==> config.mk <==
export PLATFORM = sky130hd
export DESIGN_NAME = arp_readout
export DESIGN_NICKNAME = d
export VERILOG_FILES = /design/src/arp_pkg.sv /design/src/arp_fifo.sv /design/src/arp_conv.sv /design/src/arp_readout.sv
export VERILOG_INCLUDE_DIRS = /design/src /design/src/src
export SDC_FILE = /design/constraint.sdc
export NUM_CORES = 1
export LEC_CHECK = 0
export BUFFER_PORTS_ARGS = -buffer_cell sky130_fd_sc_hd__buf_2
export CAP_MARGIN = 20
export CORE_MARGIN = 5
export CORE_UTILIZATION = 55
export CTS_CLUSTER_DIAMETER = 60
export CTS_CLUSTER_SIZE = 20
export DETAILED_ROUTE_END_ITERATION = 8
export MAX_ROUTING_LAYER = met4
export PLACE_DENSITY = 0.76
export SLEW_MARGIN = 0
export SYNTH_ARGS = -nofsm -noshare
export SYNTH_HDL_FRONTEND = slang
export SYNTH_SLANG_ARGS = --single-unit
==> constraint.sdc <==
create_clock -name clk -period 3.49 [get_ports clk]
set_clock_uncertainty 0.05 [all_clocks]
set_input_delay 0.349 -clock clk [delete_from_list [all_inputs] [get_ports clk]]
set_output_delay 0.349 -clock clk [all_outputs]
set_load 0.02 [all_outputs]
==> src/arp_params.svh <==
// constants of the conversion result readout port
// Behaviour
// - outputs high impedance unless select and read low
// - output code selectable except full-width parallel
// - parallel bus width of 18, 16 or 8
// - both bus config bits high select serial
// - eighteen bits shifted out, msb first
// - serial bit stable across both clock edges
// - master mode drives shift clock and frame
// - master clock and frame polarity invertible
// - read timing picks after or during conversion
// - master read-after keeps busy until shifted
// - divider input slows generated shift clock
// - slave shifts only while select, read low
// - slave clock continuous or gated, either idle
// - slave read after busy falls, 40 MHz
// - daisy chain only when reading after conversion
// - chain input taken on the opposite edge
// - incomplete read during conversion flags overrun
// - read may run into the next conversion
// - started conversion cannot be aborted or restarted
// - start held low restarts conversions automatically
`ifndef ARP_PARAMS_SVH
`define ARP_PARAMS_SVH

`define ARP_RES_W          18
`define ARP_MSB            17
`define ARP_HI16_LSB       2
`define ARP_HI8_LSB        10
`define ARP_LAST_BIT       5'h11
`define ARP_BIT_FULL       5'h12
`define ARP_PTR_LAST16     2'h1
`define ARP_PTR_LAST8      2'h2
`define ARP_CLK_PERIOD_NS  5
`define ARP_CONV_TIME_NS   8000
`define ARP_CONV_CYC       ((`ARP_CONV_TIME_NS + `ARP_CLK_PERIOD_NS - 1) / `ARP_CLK_PERIOD_NS)
`define ARP_SCLK_PHASE_NS  10
`define ARP_SCLK_PHASE_CYC (`ARP_SCLK_PHASE_NS / `ARP_CLK_PERIOD_NS)
`define ARP_SCLK_DIV       4
`define ARP_FIFO_DEPTH     8

`endif

==> src/arp_pkg.sv <==
// types shared by the readout port modules
package arp_pkg;
	typedef enum logic [1:0] {
		ARP_BUS18  = 2'h0,
		ARP_BUS16  = 2'h1,
		ARP_BUS8   = 2'h2,
		ARP_SERIAL = 2'h3
	} arp_bus_t;

	typedef enum logic [1:0] {
		ARP_M_IDLE = 2'h0,
		ARP_M_SET  = 2'h1,
		ARP_M_HI   = 2'h3,
		ARP_M_LO   = 2'h2
	} arp_mst_t;
endpackage

==> src/arp_fifo.sv <==
// sample fifo between the converter core and the result register
`timescale 1ns/1ps
`default_nettype none
module arp_fifo #(
	parameter int W     = 18,
	parameter int DEPTH = 8
) (
	// clock and reset
	input  wire logic         clk,
	input  wire logic         resetn,
	// fill side
	input  wire logic         in_valid,
	output logic              in_ready,
	input  wire logic [W-1:0] in_data,
	// drain side
	output logic              out_valid,
	input  wire logic         out_ready,
	output logic [W-1:0]      out_data
);
	localparam int AW = $clog2(DEPTH);
	localparam int CW = AW + 1;

	if (DEPTH < 2 || (1 << AW) != DEPTH || W < 1) begin : g_chk
		$error("fifo depth must be a power of two, at least 2");
	end

	logic [W-1:0]  mem [DEPTH];
	logic [AW-1:0] wp_r, wp_nxt, rp_r, rp_nxt;
	logic [CW-1:0] cnt_r, cnt_nxt;
	logic          rdy_r, rdy_nxt, vld_r, vld_nxt;
	logic          push, pop;

	assign push      = in_valid && rdy_r;
	assign pop       = out_ready && vld_r;
	assign in_ready  = rdy_r;
	assign out_valid = vld_r;
	assign out_data  = mem[rp_r];

	always_comb begin
		wp_nxt  = push ? wp_r + AW'(1) : wp_r;
		rp_nxt  = pop ? rp_r + AW'(1) : rp_r;
		cnt_nxt = cnt_r + CW'(push) - CW'(pop);
		// flags registered so both handshakes come from flops
		rdy_nxt = cnt_nxt != CW'(DEPTH);
		vld_nxt = cnt_nxt != CW'(0);
	end

	always_ff @(posedge clk or negedge resetn) begin
		if (!resetn) begin
			wp_r  <= '0;
			rp_r  <= '0;
			cnt_r <= '0;
			rdy_r <= 1'b0;
			vld_r <= 1'b0;
		end else begin
			wp_r  <= wp_nxt;
			rp_r  <= rp_nxt;
			cnt_r <= cnt_nxt;
			rdy_r <= rdy_nxt;
			vld_r <= vld_nxt;
		end
	end

	always_ff @(posedge clk) begin
		if (push)
			mem[wp_r] <= in_data;
	end
endmodule
`default_nettype wire

==> src/arp_conv.sv <==
// conversion timer: start, busy and completion of one conversion
`timescale 1ns/1ps
`default_nettype none
`include "arp_params.svh"
module arp_conv #(
	parameter int CONV_CYC = `ARP_CONV_CYC
) (
	// clock and reset
	input  wire logic clk,
	input  wire logic resetn,
	// control
	input  wire logic convert_start_n,
	input  wire logic power_down_input,
	input  wire logic hold,
	// status
	output logic      busy,
	output logic      start,
	output logic      done
);
	localparam int CW = $clog2(CONV_CYC + 1);

	if (CONV_CYC < 4) begin : g_chk
		$error("conversion must last at least four cycles");
	end

	logic [CW-1:0] cnt_r, cnt_nxt;
	logic          busy_r, busy_nxt;

	// power-down only blocks new starts, never a running one
	assign start = !busy_r && !hold && !convert_start_n
		&& !power_down_input;
	assign done  = busy_r && cnt_r == CW'(1);
	assign busy  = busy_r;

	always_comb begin
		cnt_nxt  = cnt_r;
		busy_nxt = busy_r;
		if (start) begin
			cnt_nxt  = CW'(CONV_CYC);
			busy_nxt = 1'b1;
		end else if (busy_r) begin
			cnt_nxt = cnt_r - CW'(1);
			if (done)
				busy_nxt = 1'b0;
		end
	end

	always_ff @(posedge clk or negedge resetn) begin
		if (!resetn) begin
			cnt_r  <= '0;
			busy_r <= 1'b0;
		end else begin
			cnt_r  <= cnt_nxt;
			busy_r <= busy_nxt;
		end
	end

	a_no_abort:
	assert property (@(posedge clk) disable iff (!resetn)
		(busy_r && !done) |=> busy_r && !start)
	else $error("conversion ended early");

	a_auto_start:
	assert property (@(posedge clk) disable iff (!resetn)
		(!busy_r && !hold && !convert_start_n && !power_down_input)
		|=> busy_r && cnt_r == CW'(CONV_CYC))
	else $error("held start did not begin a conversion");
endmodule
`default_nettype wire

==> src/arp_readout.sv <==
// result readout port: parallel bus, master and slave serial
`timescale 1ns/1ps
`default_nettype none
`include "arp_params.svh"
module arp_readout
	import arp_pkg::*;
#(
	parameter int CONV_CYC   = `ARP_CONV_CYC,
	parameter int SCLK_PHASE = `ARP_SCLK_PHASE_CYC,
	parameter int SCLK_DIV   = `ARP_SCLK_DIV
) (
	// clock and reset
	input  wire logic                  clk,
	input  wire logic                  resetn,
	// sample source
	input  wire logic [`ARP_MSB:0]     smp_data,
	input  wire logic                  smp_valid,
	output logic                       smp_ready,
	// conversion control
	input  wire logic                  convert_start_n,
	input  wire logic                  power_down_input,
	output logic                       busy,
	// configuration
	input  wire logic                  bus_cfg_bit0,
	input  wire logic                  bus_cfg_bit1,
	input  wire logic                  output_code_select,
	input  wire logic                  clock_source_select,
	input  wire logic                  read_timing_or_chain_input,
	input  wire logic                  shift_clock_divider,
	input  wire logic                  sclk_invert,
	input  wire logic                  sync_invert,
	// data bus
	input  wire logic                  cs_n,
	input  wire logic                  rd_n,
	output logic [`ARP_MSB:0]          data_out,
	output logic                       data_oe,
	output logic                       serial_result_out,
	// serial clock and frame
	input  wire logic                  sclk_in,
	output logic                       sclk_out,
	output logic                       sclk_oe,
	output logic                       sync_out,
	output logic                       read_overrun_flag
);
	localparam int PW = $clog2(SCLK_PHASE * SCLK_DIV + 1);

	if (SCLK_PHASE < 1 || SCLK_DIV < 2 || CONV_CYC < 4) begin : g_chk
		$error("unsupported shift clock or conversion timing");
	end

	function automatic logic [`ARP_MSB:0] arp_code(
		input logic [`ARP_MSB:0] raw,
		input logic              ob,
		input arp_bus_t          m);
		arp_code = raw;
		if (m != ARP_BUS18 && ob)
			arp_code[`ARP_MSB] = ~raw[`ARP_MSB];
	endfunction

	function automatic logic [`ARP_MSB:0] arp_word(
		input logic [`ARP_MSB:0] w,
		input arp_bus_t          m,
		input logic [1:0]        p);
		arp_word = w;
		if (m == ARP_BUS16)
			arp_word = (p == 2'h0) ? `ARP_RES_W'(w >> `ARP_HI16_LSB)
				: `ARP_RES_W'(w[`ARP_HI16_LSB-1:0]);
		else if (m == ARP_BUS8)
			case (p)
			2'h0: arp_word = `ARP_RES_W'(w >> `ARP_HI8_LSB);
			2'h1: arp_word = `ARP_RES_W'(w[`ARP_HI8_LSB-1:`ARP_HI16_LSB]);
			default: arp_word = `ARP_RES_W'(w[`ARP_HI16_LSB-1:0]);
			endcase
	endfunction

	arp_bus_t          bmode;
	logic              ser, mst, slv, par, rdc, sel;
	logic              conv_busy, conv_start, conv_end;
	logic              f_vld;
	logic [`ARP_MSB:0] f_data, cw;

	assign bmode = arp_bus_t'({bus_cfg_bit1, bus_cfg_bit0});
	assign ser = bmode == ARP_SERIAL;
	assign par = !ser;
	assign mst = ser && !clock_source_select;
	assign slv = ser && clock_source_select;
	assign rdc = read_timing_or_chain_input;
	assign sel = !cs_n && !rd_n;

	arp_fifo #(.W(`ARP_RES_W), .DEPTH(`ARP_FIFO_DEPTH)) u_fifo (
		.clk       (clk),
		.resetn    (resetn),
		.in_valid  (smp_valid),
		.in_ready  (smp_ready),
		.in_data   (smp_data),
		.out_valid (f_vld),
		.out_ready (conv_end),
		.out_data  (f_data)
	);

	logic hold_r, hold_nxt;

	arp_conv #(.CONV_CYC(CONV_CYC)) u_conv (
		.clk              (clk),
		.resetn           (resetn),
		.convert_start_n  (convert_start_n),
		.power_down_input (power_down_input),
		.hold             (hold_r),
		.busy             (conv_busy),
		.start            (conv_start),
		.done             (conv_end)
	);

	// result register: an empty fifo leaves the old result in place
	logic [`ARP_MSB:0] res_r, res_nxt;
	logic              ld_r;

	always_comb begin
		res_nxt = res_r;
		if (conv_end && f_vld)
			res_nxt = f_data;
	end

	always_ff @(posedge clk or negedge resetn) begin
		if (!resetn) begin
			res_r <= '0;
			ld_r  <= 1'b0;
		end else begin
			res_r <= res_nxt;
			ld_r  <= conv_end;
		end
	end

	assign cw = arp_code(res_r, output_code_select, bmode);

	// master shifter: set, high, low phases keep data stable round
	// both clock edges at the cost of a three-phase bit period
	arp_mst_t      m_st_r, m_st_nxt;
	logic [PW-1:0] ph_r, ph_nxt, per;
	logic [4:0]    bit_r, bit_nxt;
	logic          m_div_r, m_div_nxt, ph_end, m_go, m_shift;

	assign per = m_div_r ? PW'(SCLK_PHASE * SCLK_DIV)
		: PW'(SCLK_PHASE);
	assign ph_end = ph_r == per - PW'(1);
	assign m_go = mst && (rdc ? conv_start : ld_r);

	always_comb begin
		m_st_nxt  = m_st_r;
		ph_nxt    = ph_r;
		bit_nxt   = bit_r;
		m_div_nxt = m_div_r;
		hold_nxt  = hold_r;
		m_shift   = 1'b0;
		if (conv_end && mst && !rdc)
			hold_nxt = 1'b1;
		if (!mst)
			hold_nxt = 1'b0;
		if (m_st_r != ARP_M_IDLE)
			ph_nxt = ph_end ? PW'(0) : ph_r + PW'(1);
		case (m_st_r)
		ARP_M_IDLE: begin
			if (m_go) begin
				m_st_nxt  = ARP_M_SET;
				ph_nxt    = PW'(0);
				bit_nxt   = 5'h0;
				m_div_nxt = shift_clock_divider;
			end
		end
		ARP_M_SET: if (ph_end) m_st_nxt = ARP_M_HI;
		ARP_M_HI: if (ph_end) m_st_nxt = ARP_M_LO;
		ARP_M_LO: begin
			if (ph_end) begin
				if (bit_r == `ARP_LAST_BIT) begin
					m_st_nxt = ARP_M_IDLE;
					hold_nxt = 1'b0;
				end else begin
					m_st_nxt = ARP_M_SET;
					bit_nxt  = bit_r + 5'h1;
					m_shift  = 1'b1;
				end
			end
		end
		default: m_st_nxt = ARP_M_IDLE;
		endcase
	end

	always_ff @(posedge clk or negedge resetn) begin
		if (!resetn) begin
			m_st_r  <= ARP_M_IDLE;
			ph_r    <= '0;
			bit_r   <= 5'h0;
			m_div_r <= 1'b0;
			hold_r  <= 1'b0;
		end else begin
			m_st_r  <= m_st_nxt;
			ph_r    <= ph_nxt;
			bit_r   <= bit_nxt;
			m_div_r <= m_div_nxt;
			hold_r  <= hold_nxt;
		end
	end

	// slave side: edges of the host clock, gated by select and read
	logic       sclk_prev_r, armed_r, arm_nxt, chain_r, chain_nxt;
	// no edge until one real sample: an idle-high clock at reset
	// release would otherwise look like a rise and arm a false read
	logic       sclk_seen_r;
	logic       rise, fall, s_shift, ovr_nxt;
	logic [4:0] cnt_r, cnt_nxt;

	assign rise = slv && sel && sclk_seen_r
		&& sclk_in && !sclk_prev_r;
	assign fall = slv && sel && sclk_seen_r
		&& !sclk_in && sclk_prev_r;

	always_comb begin
		arm_nxt   = armed_r;
		chain_nxt = chain_r;
		cnt_nxt   = cnt_r;
		s_shift   = 1'b0;
		if (rise) begin
			arm_nxt   = 1'b1;
			// chain input sampled on the non-shifting edge
			chain_nxt = !conv_busy && rdc;
			if (cnt_r != `ARP_BIT_FULL)
				cnt_nxt = cnt_r + 5'h1;
		end
		// a falling edge with no rise before it is an idle-high start
		if (fall && armed_r) begin
			arm_nxt = 1'b0;
			s_shift = 1'b1;
		end
		// reload only at completion lets a late read run on
		if (ld_r && slv) begin
			cnt_nxt = 5'h0;
			arm_nxt = 1'b0;
		end
		ovr_nxt = slv && conv_end && cnt_r != 5'h0
			&& cnt_r < `ARP_BIT_FULL;
	end

	// shared output shift register
	logic [`ARP_MSB:0] sh_r, sh_nxt;

	always_comb begin
		sh_nxt = sh_r;
		if ((slv && ld_r) || m_go)
			sh_nxt = cw;
		else if (m_shift)
			sh_nxt = {sh_r[`ARP_MSB-1:0], 1'b0};
		else if (s_shift)
			sh_nxt = {sh_r[`ARP_MSB-1:0], chain_r};
	end

	// parallel word pointer steps on each end of read
	logic       rd_prev_r, rd_rise;
	logic [1:0] ptr_r, ptr_nxt, ptr_last;

	assign rd_rise = par && !cs_n && rd_n && !rd_prev_r;
	assign ptr_last = (bmode == ARP_BUS8) ? `ARP_PTR_LAST8
		: (bmode == ARP_BUS16) ? `ARP_PTR_LAST16 : 2'h0;

	always_comb begin
		ptr_nxt = ptr_r;
		if (ld_r)
			ptr_nxt = 2'h0;
		else if (rd_rise)
			ptr_nxt = (ptr_r >= ptr_last) ? 2'h0 : ptr_r + 2'h1;
	end

	logic [`ARP_MSB:0] dout_r, dout_nxt;
	logic oe_r, oe_nxt, sdo_r, sdo_nxt, sck_r, sck_nxt, sck_oe_r;
	logic sck_oe_nxt, sync_r, sync_nxt, busy_r, busy_nxt, ovr_r;

	always_comb begin
		oe_nxt     = sel;
		dout_nxt   = par ? arp_word(cw, bmode, ptr_nxt) : '0;
		sdo_nxt    = sh_nxt[`ARP_MSB];
		sck_nxt    = (m_st_nxt == ARP_M_HI) ^ sclk_invert;
		sck_oe_nxt = mst && sel;
		sync_nxt   = (m_st_nxt != ARP_M_IDLE) ^ sync_invert;
		busy_nxt   = conv_busy || hold_nxt;
	end

	always_ff @(posedge clk or negedge resetn) begin
		if (!resetn) begin
			sclk_prev_r <= 1'b0;
			sclk_seen_r <= 1'b0;
			armed_r     <= 1'b0;
			chain_r     <= 1'b0;
			cnt_r       <= 5'h0;
			sh_r        <= '0;
			rd_prev_r   <= 1'b1;
			ptr_r       <= 2'h0;
			dout_r      <= '0;
			oe_r        <= 1'b0;
			sdo_r       <= 1'b0;
			sck_r       <= 1'b0;
			sck_oe_r    <= 1'b0;
			sync_r      <= 1'b0;
			busy_r      <= 1'b0;
			ovr_r       <= 1'b0;
		end else begin
			sclk_prev_r <= sclk_in;
			sclk_seen_r <= 1'b1;
			armed_r     <= arm_nxt;
			chain_r     <= chain_nxt;
			cnt_r       <= cnt_nxt;
			sh_r        <= sh_nxt;
			rd_prev_r   <= rd_n;
			ptr_r       <= ptr_nxt;
			dout_r      <= dout_nxt;
			oe_r        <= oe_nxt;
			sdo_r       <= sdo_nxt;
			sck_r       <= sck_nxt;
			sck_oe_r    <= sck_oe_nxt;
			sync_r      <= sync_nxt;
			busy_r      <= busy_nxt;
			ovr_r       <= ovr_nxt;
		end
	end

	assign data_out          = dout_r;
	assign data_oe           = oe_r;
	assign serial_result_out = sdo_r;
	assign sclk_out          = sck_r;
	assign sclk_oe           = sck_oe_r;
	assign sync_out          = sync_r;
	assign busy              = busy_r;
	assign read_overrun_flag = ovr_r;

	a_hiz_desel:
	assert property (@(posedge clk) disable iff (!resetn)
		(cs_n || rd_n) |=> !data_oe && !sclk_oe)
	else $error("outputs driven while deselected");

	a_code_flip:
	assert property (@(posedge clk) disable iff (!resetn)
		(bmode != ARP_BUS18) |-> (cw[`ARP_MSB] != res_r[`ARP_MSB])
			== output_code_select)
	else $error("output code select not applied");

	a_byte_wrap:
	assert property (@(posedge clk) disable iff (!resetn)
		(rd_rise && !ld_r && bmode == ARP_BUS8
			&& ptr_r == `ARP_PTR_LAST8) |=> ptr_r == 2'h0)
	else $error("byte pointer did not wrap after third byte");

	a_last_bit:
	assert property (@(posedge clk) disable iff (!resetn)
		(m_st_r == ARP_M_LO && ph_end && bit_r == `ARP_LAST_BIT)
		|=> m_st_r == ARP_M_IDLE && !hold_r)
	else $error("master frame not closed after last bit");

	a_div_phase:
	assert property (@(posedge clk) disable iff (!resetn)
		($rose(m_st_r == ARP_M_HI) && m_div_r)
		|-> (m_st_r == ARP_M_HI)[*8] ##1 (m_st_r == ARP_M_LO))
	else $error("divided clock high phase has wrong length");

	a_busy_hold:
	assert property (@(posedge clk) disable iff (!resetn)
		hold_r |-> busy && !u_conv.start)
	else $error("busy fell before master shift completed");

	a_chain_off:
	assert property (@(posedge clk) disable iff (!resetn)
		(rise && conv_busy) |=> !chain_r)
	else $error("chain input taken during conversion");

	a_chain_shift:
	assert property (@(posedge clk) disable iff (!resetn)
		(fall && armed_r && !ld_r && !m_go)
		|=> sh_r[0] == $past(chain_r))
	else $error("chain bit not shifted in on falling edge");

	a_overrun:
	assert property (@(posedge clk) disable iff (!resetn)
		(slv && conv_end && cnt_r != 5'h0 && cnt_r < `ARP_BIT_FULL)
		|=> read_overrun_flag ##1 !read_overrun_flag)
	else $error("incomplete read not flagged as overrun");
endmodule
`default_nettype wire

Word level (Yosys, flattened, before mapping)
Memories as Yosys holds them, arrays and structs flattened. A register that Yosys moved wholly into a read port is not among the register bits.
Index checks and enable logic that the tools add are counted.

word-level totals
  flip-flop bits (word level) = 92
  input port bits = 34
  memory bits (writable) = 144
  output and inout bits = 26
  memories kept = 1
  word-level logic and storage cells = 173

memory list
  name        depth  width  read ports  clocked after Yosys merged registers in  wr ports  RTL line        source
  u_fifo.mem  8      18     1           1                                        1         arp_fifo.sv:27  logic [W-1:0] mem [DEPTH];

cells by class
  eq/ne operators = 16
  $lt $le $gt $ge = 2
  $add $sub $neg = 10
  bitwise gates (word level) = 3
  mux-type cells = 52
  reductions and logical operators = 60

operators by type and width
  cell                     number
  $mux W18                 6
  $mux W5                  6
  $logic_and A1 B1 Y1      29
  $mux W11                 2
  $mux W1                  21
  $mux W4                  5
  $mux W16                 1
  $mux W2                  8
  $pmux W8 S2              1
  $reduce_bool A2 Y1       7
  $logic_not A1 Y1         13
  $eq A11 B1 Y1 const B    1
  $sub A11 B1 Y11 const B  1
  $add A5 B1 Y5 const B    2
  $eq A2 B2 Y1 const B     5
  $pmux W5 S2              1
  $pmux W2 S4              1
  $add A3 B1 Y3 const B    2
  $eq A2 B1 Y1 const B     3
  $ne A2 B2 Y1 const B     3
  $reduce_bool A3 Y1       2
  $eq A5 B5 Y1 const B     1
  $lt A5 B5 Y1 const B     1
  $ne A5 B5 Y1 const B     1
  other kinds (16)         20

Depth between registers and ports, before layout
Gate-level depths: netlist (run 1).

  word-level depth = 12
  depth in mapped cells = 14
  mapped depth without buffers = 13

Hierarchy
A second synthesis (run 1) with hierarchy kept.

unflattened totals
  cell total of the unflattened synthesis = 706
  area, all modules = 10,964.3 um2

by module, submodules not included
  module       cells an instance  times used  area each (um2)
  arp_fifo     266                1           6,129.6
  arp_readout  379                1           4,222.8
  arp_conv     61                 1           611.8

Worst setup path after synthesis (run 1)
Ideal clock, no wire load.

  path kind = reg2reg
  from = reg u_conv.cnt_r[5]
  to = reg u_fifo.rdy_r, in the netlist u_fifo.in_ready
  setup time = 0.127 ns
  clock period less this slack = 3.289 ns
  path buffers = 1
  arrival time = 3.113 ns
  required time = 3.313 ns
  cell stages (with the launch flop) = 15
  slack = 0.201 ns
  cells stage by stage = dfrtp_1 -> or4_4 -> or3_1 -> and4bb_1 -> nand3_2 -> buf_4 -> inv_2 -> ha_1 -> inv_1 -> ha_1 -> inv_1 -> fa_1 -> inv_1 -> nor3_1 -> nand2_1

between the ends
  word-level cells in the longest chain between the ends = 5

ends and longest elaborated chain
  element                 RTL line        source
  from (decl)             arp_conv.sv:26  logic [CW-1:0] cnt_r, cnt_nxt;
  from (signal assigned)  arp_conv.sv:53  cnt_r <= cnt_nxt;
  $eq A11 B1 Y1           arp_conv.sv:32  assign done = busy_r && cnt_r == CW'(1);
  $logic_and A1 B1 Y1     arp_conv.sv:32
  $logic_and A1 B1 Y1     arp_fifo.sv:34  assign pop = out_ready && vld_r;
  via u_fifo.pop          arp_fifo.sv:31  logic push, pop;
  $sub A4 B1 Y4           arp_fifo.sv:42  cnt_nxt = cnt_r + CW'(push) - CW'(pop);
  via u_fifo.cnt_nxt[1]   arp_fifo.sv:29  logic [CW-1:0] cnt_r, cnt_nxt;
  $ne A4 B4 Y1            arp_fifo.sv:44  rdy_nxt = cnt_nxt != CW'(DEPTH);
  via u_fifo.rdy_nxt      arp_fifo.sv:30  logic rdy_r, rdy_nxt, vld_r, vld_nxt;
  to (signal assigned)    arp_fifo.sv:59  rdy_r <= rdy_nxt;
  to (decl)               arp_fifo.sv:30

The timed path passes the listed nets, and every way through them passes these cells.
A chain may end at the register's enable or synchronous reset.

Worst setup path after layout (run 1)
Same ends and word-level chain as after synthesis.

==> results.py, run 1 <==
metrics = {
    "power": {
        "peakVddDrop_mv": 0.411,
        "powerDensity_nw_per_um2": 599,
        "p_leak_nw": 4.57,
    },
    "synthesis": {
        "ys_ff_latch": 254,
        "syn_area_um2": 10500,
        "synthFlopType": "edfxtp_1",
        "ys_seq_area_share_pct": 67.3,
        "ys_async_sr_fraction_pct": 43.3,
        "synth_nets": 776,
        "yosysUniqueCellTypes": 64,
        "avgSynthCellArea_um2": 14.5,
        "synthCells": 725,
        "yosys_warnings": 0,
        "synth-edff-count": 144,
    },
    "sta": {
        "slew-limit-headroom_pct": 28.1,
        "finalSetupViolations": 0,
        "tightest_slew_ps": 1080,
        "finalCritPeriodShare_pct": 94.6,
        "max_freq_mhz": 303,
        "post-route-min-period_ps": 3300,
        "finalMaxSlewViolations": 0,
        "setup_tns_ps": 0,
        "hold_viol": 0,
        "hold_slack_ps": 53.9,
    },
    "setup_path": {
        "cp_slowest_cell": "or4_4",
        "path_class": "flip-flop to flip-flop",
        "slowest_delay_ps": 540,
        "worst_path_most_repeated_cell": "inv_1",
        "worstPathRequired_ps": 3810,
        "crit_fanout": 4,
        "worstSetupEndpointType": "flip-flop",
        "path_cells": "or4_4 > or3_4 > and4bb_2 > nand3_2 > inv_2 > ha_1 > inv_1 > ha_1 > inv_1 > fa_1 > inv_1 > nor3_2 > nand2_1",
        "crit_arrival_ps": 3620,
        "cp-start-kind": "flip-flop",
    },
    "routing": {
        "wl_met3_um": 955,
        "wl_um": 21000,
        "drc": 0,
        "top_layer": "met4",
        "wl_met1_um": 8710,
        "avgRoutedWirePerCell_um": 20.0,
        "route.met2.wl_um": 10900,
        "firstDrtPassIters": 5,
        "dr_total_vias": 6228,
        "final_antenna_net_count": 0,
        "vias_per_cell": 5.93,
        "drtIter0Drc": 477,
    },
    "grt": {
        "grt_max_degree": 66,
        "grt_pass1_wl_um": 33700,
        "overflow": 0,
        "grt_usage_pct": 19.8,
        "antenna_found_initial": 3,
        "grt_pass1_vias": 6496,
    },
    "layout": {
        "area_delta_synth_final_pct": 12.5,
        "mostFrequentLayoutCells": "144 x edfxtp_1, 108 x dfrtp_1, 74 x nand2_1, 58 x buf_2, 45 x nor2_1",
        "final_common_cell": "edfxtp_1",
        "drive_above_1_share_pct": 20.3,
        "fillers": 1387,
        "fin_nets": 856,
    },
    "place": {
        "gp_congestion": 0.873,
        "dp_hpwl_um": 13700,
        "io_buffers": 59,
    },
    "min_path": {
        "hp-class": "primary input to flip-flop",
    },
    "floorplan": {
        "die_area_um2": 22000,
        "num_rows": 50,
        "io_pins": 60,
        "fp.dieH_um": 148,
        "start_util_pct": 56.0,
        "die_w_um": 148,
        "core_um2": 18800,
    },
    "clock_network": {
        "cts_root_buffer": "clkbuf_16",
        "cts_max_path_buffers": 3,
        "h-tree-depth": 1,
        "cts_num_sinks": 254,
        "path_clk_slew_ps": 80,
        "tritoncts": "yes",
        "clock_latency_ps": 490,
        "cts_made_buffers": 18,
    },
    "job": {
        "maxCapViolations": 0,
    },
    "outcome": {
        "status": "finished clean",
    },
}
synth_stat cells, types with 3 or more instances:
cell type	n	area (µm²)
xor2_1	8	70.1
mux4_2	36	811
a21oi_1	24	120
or3_1	8	50.1
nor2b_1	5	31.3
o21ai_1	11	55.1
nand4_1	6	37.5
and2_1	5	31.3
nand2_1	74	278
nor3_1	9	45.0
edfxtp_1	144	4320
nand3_1	13	65.1
a31oi_1	4	25.0
ha_1	16	200
o21ai_0	41	205
nor2_1	45	169
mux2i_1	39	390
a211oi_1	3	22.5
o22ai_1	3	18.8
xnor2_1	13	114
clkbuf_1	15	56.3
nor4_1	5	31.3
buf_2	8	40.0
inv_1	21	78.8
a221oi_1	5	43.8
nor3b_1	3	22.5
nand2b_1	7	43.8
dfrtp_1	109	2730
kinds of logic (layout without fill, tap and decap cells):
family,Yosys count,after routing,share of synthesized area [%]
flops,254,254,67.3
simple gates,194,194,8.91
compound gates,109,109,6.08
mux,77,77,11.6
buf+inv,51,139,2.03
xor+xnor,22,22,1.90
fa+ha+maj,17,17,2.09
other cells,1,4,0.0357
path summary, 6_finish.rpt:
check	cells past startpoint	endpoint	from	slack (ps)
setup / recovery	13	u_fifo.in_ready	u_conv.cnt_r[5]	190
hold / removal	2	m_div_r	shift_clock_divider	50
setup reg to reg	13	u_fifo.in_ready	u_conv.cnt_r[5]	190
hold reg to reg	2	chain_r	chain_r	480
max in group asynchronous	3	data_out[8]	resetn	2110
min in group asynchronous	2	sync_out	resetn	430
final cells by class:
type                       count  area (µm²)  share of cell area (%)
timing repair buffer          88         543                    4.59
sequential                   254        7080                    59.8
inverter                      23        86.3                   0.730
tap                          234         293                    2.47
clock inverter                 6        65.1                   0.550
multi-input combinational    420        3260                    27.6
antenna                        3        7.51                  0.0635
clock buffer                  22         497                    4.20
stage by stage:
stage	cells	worst slack [ps]	cell area (µm²)	utilization, %	total power, mW
6_report	1050	188	11800	63.0	7.09
5_1_grt	1050	-15.3	11800	63.0	7.41
4_1_cts	1042	100	11800	62.7	7.10
3_5_place_dp	1008	113	11200	59.4	5.05
3_3_place_gp	1008	237	11200	59.4	4.91
2_1_floorplan	725	201	10500	-	4.60
report_power, final:
| part | switching, mW | internal [mW] | leakage, nW | total, mW |
|---|---|---|---|---|
| combinational | 0.729 | 0.468 | 1.56 | 1.20 |
| clock | 0.976 | 1.09 | 0.276 | 2.07 |
| sequential | 0.235 | 3.59 | 2.73 | 3.82 |
| total | 1.94 | 5.15 | 4.57 | 7.09 |
metal layers:
layer | vias up | global-route usage [%]
li1 | 2853 | -
met1 | 3182 | 24.8
met2 | 159 | 34.2
met3 | 34 | 2.99
met4 | 0 | 4.99
met5 | - | -
registers in the layout (all words and copies together), names as in the netlist, 2 cells and up:
signal,flops
u_conv.cnt_r,11
u_fifo.wp_r,3
m_st_r,2
res_r,18
bit_r,5
u_fifo.cnt_r,4
u_fifo.rp_r,3
data_out,18
ptr_r,2
cnt_r,5
sh_r,18
ph_r,4
u_fifo.mem,144
what timing repair did:
item | in CTS | in global routing
hold buffers | 6 | 0
resized for setup | 0 | 3
hold endpoints to repair | 67 | 0
buffers inserted | 0 | 5
setup endpoints to repair | 0 | 2
critical path, delay by kind of cell (launching register included):
kind	cells	cell delay (ps)
flops	1	410
buf+inv	4	270
fa+ha+maj	3	870
simple gates	6	1590
Note: power is estimated with default switching activity, not from simulation.
==> inputs of run 2 (changes only) <==
BUFFER_PORTS_ARGS = not set   (was -buffer_cell sky130_fd_sc_hd__buf_2)
DONT_BUFFER_PORTS = 1   (was not set)
GPL_TIMING_DRIVEN = 0   (was not set)
PLACE_DENSITY = not set   (was 0.76)
PLACE_DENSITY_LB_ADDON = 0.05   (was not set)
==> results.py, run 2 (synthesis results as in run 1) <==
metrics = {
    "outcome": {
        "status": "finished clean",
    },
    "setup_path": {
        "worst_path_most_repeated_cell": "inv_1",
        "path_class": "flip-flop to flip-flop",
        "cp_slowest_cell": "or4_4",
        "crit_fanout": 3,
        "worstPathRequired_ps": 3810,
        "crit_arrival_ps": 3730,
        "slowest_delay_ps": 550,
        "worstSetupEndpointType": "flip-flop",
        "cp-start-kind": "flip-flop",
        "path_cells": "or4_4 > or3_4 > and4bb_2 > nand3_4 > inv_4 > ha_1 > inv_1 > ha_2 > inv_1 > fa_1 > inv_2 > nor3_4 > nand2_1",
    },
    "clock_network": {
        "path_clk_slew_ps": 70,
        "tritoncts": "yes",
        "cts_made_buffers": 19,
        "h-tree-depth": 1,
        "cts_num_sinks": 254,
        "clock_latency_ps": 500,
        "cts_root_buffer": "clkbuf_16",
        "cts_max_path_buffers": 3,
    },
    "grt": {
        "overflow": 0,
        "grt_usage_pct": 20.1,
        "grt_max_degree": 111,
        "grt_pass1_vias": 6168,
        "grt_pass1_wl_um": 33800,
        "antenna_found_initial": 0,
    },
    "power": {
        "powerDensity_nw_per_um2": 599,
        "power_mw": 7.21,
        "p_leak_nw": 4.51,
        "peakVddDrop_mv": 0.449,
    },
    "routing": {
        "avgRoutedWirePerCell_um": 20.1,
        "vias_per_cell": 5.77,
        "final_antenna_net_count": 0,
        "firstDrtPassIters": 4,
        "wl_um": 21000,
        "drc": 0,
        "dr_total_vias": 6030,
        "drtIter0Drc": 378,
    },
    "sta": {
        "finalSetupViolations": 0,
        "post-route-min-period_ps": 3400,
        "hold_viol": 0,
        "max_freq_mhz": 294,
        "finalCritPeriodShare_pct": 97.4,
        "tightest_slew_ps": 976,
        "finalMaxSlewViolations": 0,
        "slew-limit-headroom_pct": 34.4,
    },
    "floorplan": {
        "start_util_pct": 56.0,
        "num_rows": 50,
        "die_area_um2": 22000,
        "core_um2": 18800,
        "io_pins": 60,
        "fp.dieH_um": 148,
        "die_w_um": 148,
    },
    "layout": {
        "fin_nets": 850,
        "area_delta_synth_final_pct": 14.5,
        "final_common_cell": "edfxtp_1",
        "largest_reg_flops": 144,
        "mostFrequentLayoutCells": "144 x edfxtp_1, 109 x dfrtp_1, 74 x nand2_1, 42 x nor2_1, 41 x o21ai_0",
        "top_register": "u_fifo.mem",
        "diodes": 0,
        "design_area_um2": 12000,
        "fin_util_pct": 64.2,
        "drive_above_1_share_pct": 14.7,
        "final_cells": 1045,
    },
    "min_path": {
        "hp-class": "primary input to flip-flop",
    },
    "place": {
        "io_buffers": 0,
        "dp_hpwl_um": 14300,
        "gp_congestion": 0.887,
        "dp.cells": 972,
        "dpl-instance-area_um2": 11000,
    },
    "job": {
        "maxCapViolations": 0,
    },
}
-- run 2: cell types whose count changed in the layout (fill, tap and decap cells not counted), sizes merged --
cell | before | now
diode | 3 | 0
clkinv | 5 | 3
dlygate4sd3 | 6 | 33
clkbuf | 22 | 44
buf | 82 | 32
clkinvlp | 0 | 1
-- run 2: metal layers --
layer | share of wire (%) | global-route usage, % | up-vias
li1 | - | - | 2831
met1 | 43 | 26.2 | 3037
met2 | 50 | 33.7 | 119
met3 | 4.1 | 3.26 | 43
met4 | 2.5 | 4.99 | 0
met5 | 0 | - | -
-- run 2: final timing paths --
check                             endpoint                        from  slack, ps  depth (start not counted)
min in group asynchronous  u_conv.cnt_r[1]                      resetn        450                          2
max in group asynchronous        rd_prev_r                      resetn       2570                          2
min reg2reg                       res_r[1]                    res_r[1]        480                          2
min                                 hold_r  read_timing_or_chain_input         40                          2
max reg2reg                u_fifo.in_ready             u_conv.cnt_r[5]         90                         13
max                        u_fifo.in_ready             u_conv.cnt_r[5]         90                         13
-- run 2: final cells by class --
| class | instances | area [µm²] |
|---|---|---|
| clock buffer | 28 | 529 |
| timing repair buffer | 54 | 576 |
| buffer | 27 | 120 |
| clock inverter | 5 | 71.3 |
| inverter | 23 | 88.8 |
| sequential | 254 | 7080 |
| tap | 234 | 293 |
| fill | 1394 | 6730 |
| multi-input combinational | 420 | 3280 |
-- run 2: per-stage QoR --
stage | hold slack (ps) | setup TNS (ps) | setup slack (ps)
2_1_floorplan | 3.41 | 0 | 201
3_3_place_gp | 6.46 | -35180 | -1100
3_5_place_dp | 6.62 | -312 | -156
4_1_cts | 15.4 | 0 | 22.0
5_1_grt | 20.9 | -109 | -55.0
6_report | 35.4 | 0 | 89.6
-- run 2: where the power goes --
part / leakage [nW] / switching [mW] / internal, mW
clock: 0.287 / 1.00 / 1.14
combinational: 1.49 / 0.730 / 0.514
sequential: 2.74 / 0.235 / 3.58
-- run 2: what timing repair did --
action,in CTS,in global routing
gates cloned,0,0
pin swaps,2,5
resized for setup,5,4
hold buffers,34,0
setup endpoints to repair,2,2
endpoints found under the hold margin,272,0
setup buffers,2,5
-- run 2: worst max-delay path: cells and delay by family, from the launching register on --
family	cells	cell delay [ps]
fa+ha+maj	3	870
buf+inv	4	250
flops	1	390
simple gates	6	1730
==> inputs of run 3 (changes only) <==
ABC_AREA = 1   (was not set)
==> results.py, run 3 <==
metrics = {
    "synthesis": {
        "synth.largest_area_cell": "edfxtp_1",
        "avgSynthCellArea_um2": 10.5,
        "yosysTopAreaCellShare_pct": 39.5,
        "synthCells": 1039,
        "synth_nets": 1090,
        "yosys.cell_count.top_type": "nand2_1",
        "synthFlopType": "edfxtp_1",
        "ys_async_sr_fraction_pct": 43.3,
        "ys_ff_latch": 254,
        "synth-edff-count": 144,
        "ys_seq_area_share_pct": 64.6,
        "synth_common_cells": "176 x nand2_1, 144 x edfxtp_1, 131 x nor2_1, 124 x o21ai_0, 109 x dfrtp_1",
        "syn_area_um2": 11000,
        "yosysUniqueCellTypes": 50,
        "yosys_warnings": 0,
        "ys_top_cells_by_area": "edfxtp_1 39%, dfrtp_1 25%, nand2_1 6.0%",
    },
    "routing": {
        "drc": 0,
        "vias_per_cell": 5.44,
        "avgRoutedWirePerCell_um": 18.0,
        "firstDrtPassIters": 5,
        "wl_um": 24700,
        "dr_total_vias": 7475,
        "drtIter0Drc": 488,
        "final_antenna_net_count": 0,
    },
    "place": {
        "io_buffers": 0,
        "dp_hpwl_um": 16900,
        "dp.cells": 1312,
        "gp_congestion": 0.897,
        "pre_cts_slack_ps": 349,
    },
    "setup_path": {
        "cp_slowest_cell": "fa_1",
        "slowest_delay_ps": 490,
        "crit_start": "u_conv.cnt_r[1]",
        "rrSetupSlack_ps": 340,
        "path_cells": "inv_1 > ha_1 > nand3b_1 > nor3_1 > nand2_1 > nor2_1 > ha_1 > inv_1 > ha_1 > inv_1 > fa_1 > inv_1 > nor3_1 > nand2_1",
        "r2r-start": "u_conv.cnt_r[1]",
        "timing.critical_path.to": "u_fifo.in_ready",
        "crit_fanout": 5,
        "worstSetupEndpointType": "flip-flop",
        "reg2reg_to": "u_fifo.in_ready",
        "worst_path_most_repeated_cell": "inv_1",
        "reg2reg_depth": 14,
        "crit_arrival_ps": 3480,
        "cp-start-kind": "flip-flop",
        "path_class": "flip-flop to flip-flop",
        "worstPathRequired_ps": 3820,
    },
    "power": {
        "peakVddDrop_mv": 0.520,
        "p_clk_share_pct": 33.7,
        "p_sw_share_pct": 25.6,
        "p_seq_share_pct": 53.5,
        "p_leak_nw": 5.11,
        "combPwrFrac_pct": 12.7,
        "power_switching_mw": 1.73,
        "powerDensity_nw_per_um2": 546,
        "power_mw": 6.76,
        "p_int_mw": 5.03,
    },
    "sta": {
        "hold_viol": 0,
        "finalCritPeriodShare_pct": 90.4,
        "finalMaxSlewViolations": 0,
        "setup_tns_ps": 0,
        "layout_setup_ws_ps": 335,
        "rsz0062_at_grt": "false",
        "finalSetupViolations": 0,
        "tightest_slew_ps": 701,
        "post-route-min-period_ps": 3150,
        "max_freq_mhz": 317,
        "slew-limit-headroom_pct": 53.3,
    },
    "outcome": {
        "status": "finished clean",
    },
    "layout": {
        "drive_above_1_share_pct": 9.01,
        "diodes": 0,
        "final_cells": 1375,
        "fin_nets": 1148,
        "area_delta_synth_final_pct": 13.1,
        "top_register": "u_fifo.mem",
        "mostFrequentLayoutCells": "176 x nand2_1, 144 x edfxtp_1, 124 x o21ai_0, 123 x nor2_1, 109 x dfrtp_1",
        "final_common_cell": "nand2_1",
        "fin_util_pct": 63.5,
        "largest_reg_flops": 144,
    },
    "clock_network": {
        "ctsResizeCount": 0,
        "cts_max_path_buffers": 3,
        "cts_root_buffer": "clkbuf_16",
        "tritoncts": "yes",
        "path_clk_slew_ps": 70,
        "cts_num_sinks": 254,
        "h-tree-depth": 1,
        "clock_latency_ps": 510,
        "cts_made_buffers": 20,
    },
    "grt": {
        "overflow": 0,
        "grt_pass1_vias": 7268,
        "antenna_found_initial": 0,
        "grt_pass1_wl_um": 39200,
        "grt_usage_pct": 23.0,
        "grt_max_degree": 111,
    },
    "min_path": {
        "hp-class": "primary input to flip-flop",
    },
    "floorplan": {
        "fp.dieH_um": 151,
        "io_pins": 60,
        "start_util_pct": 56.1,
        "die_w_um": 151,
        "core_um2": 19500,
        "num_rows": 51,
        "die_area_um2": 22800,
    },
    "job": {
        "maxCapViolations": 0,
    },
}
[run 3: cell types whose count changed in the layout (fill, tap and decap cells not counted), moves of 10 or more]
cell / previous run / this run
inv_1: 20 / 97
mux2i_1: 39 / 1
nor3_1: 4 / 15
nand2_1: 74 / 176
nand3_1: 13 / 31
o211ai_2: 0 / 10
o21ai_0: 41 / 124
mux4_2: 36 / 0
o22ai_1: 3 / 43
nor2_1: 42 / 123
[run 3: metal layers]
layer  vias to the layer above  track usage, %  part of all wire [%]
met5                         -               -                     0
met4                         0            6.21                   2.7
met3                        44            3.47                   5.6
met2                       218            37.8                    48
met1                      3562            30.2                    43
li1                       3651               -                     -
[run 3: layout make-up]
type | count | area, µm²
sequential | 254 | 7080
tap | 265 | 332
fill | 1589 | 7130
clock inverter | 9 | 91.3
multi-input combinational | 642 | 3310
clock buffer | 26 | 554
buffer | 37 | 186
inverter | 106 | 400
timing repair buffer | 36 | 443
[run 3: through the flow]
stage	cell area, µm²	hold slack [ps]
2_1_floorplan	11000	3.41
3_3_place_gp	11300	6.02
3_5_place_dp	11400	6.48
4_1_cts	12400	2.64
5_1_grt	12400	29.9
6_report	12400	23.5
[run 3: worst max-delay path: cells and delay by family, from the launching register on]
kind / cells / cell delay, ps
adder cells (fa/ha/maj): 4 / 1140
flip-flops: 1 / 390
AND/OR/NAND/NOR: 6 / 1190
buffers and inverters: 4 / 270
[run 3: worst min path at each step]
stage                          startpoint  cells past startpoint  endpoint
2_1_floorplan                      resetn                      0   armed_r
3_3_place_gp                       resetn                      0  sync_out
3_5_place_dp                       resetn                      0  sync_out
4_1_cts        read_timing_or_chain_input                      3    hold_r
5_1_grt                           sclk_in                      2   armed_r
6_report                          sclk_in                      2   chain_r
[run 3: power by group through the flow]
stage / clock (mW) / combinational (mW) / sequential (mW)
2_1_floorplan: 0 / 0.538 / 3.67
3_3_place_gp: 0 / 0.700 / 3.69
3_5_place_dp: 0 / 0.794 / 3.69
4_1_cts: 2.31 / 0.874 / 3.62
5_1_grt: 2.43 / 0.977 / 3.65
6_report: 2.28 / 0.861 / 3.62
[run 3: kinds of logic after synthesis]
logic type	synth area share, %
simple gates	15.0
flops	64.6
compound gates	11.9
buf+inv	5.36
fa+ha+maj	2.01
xor+xnor	0.880
mux	0.194
other cells	0.0342
[run 3: what timing repair did]
item / 4_1_cts / 5_1_grt
endpoints found under the hold margin: 263 / 0
buffers inserted: 0 / 0
hold buffers: 28 / 0
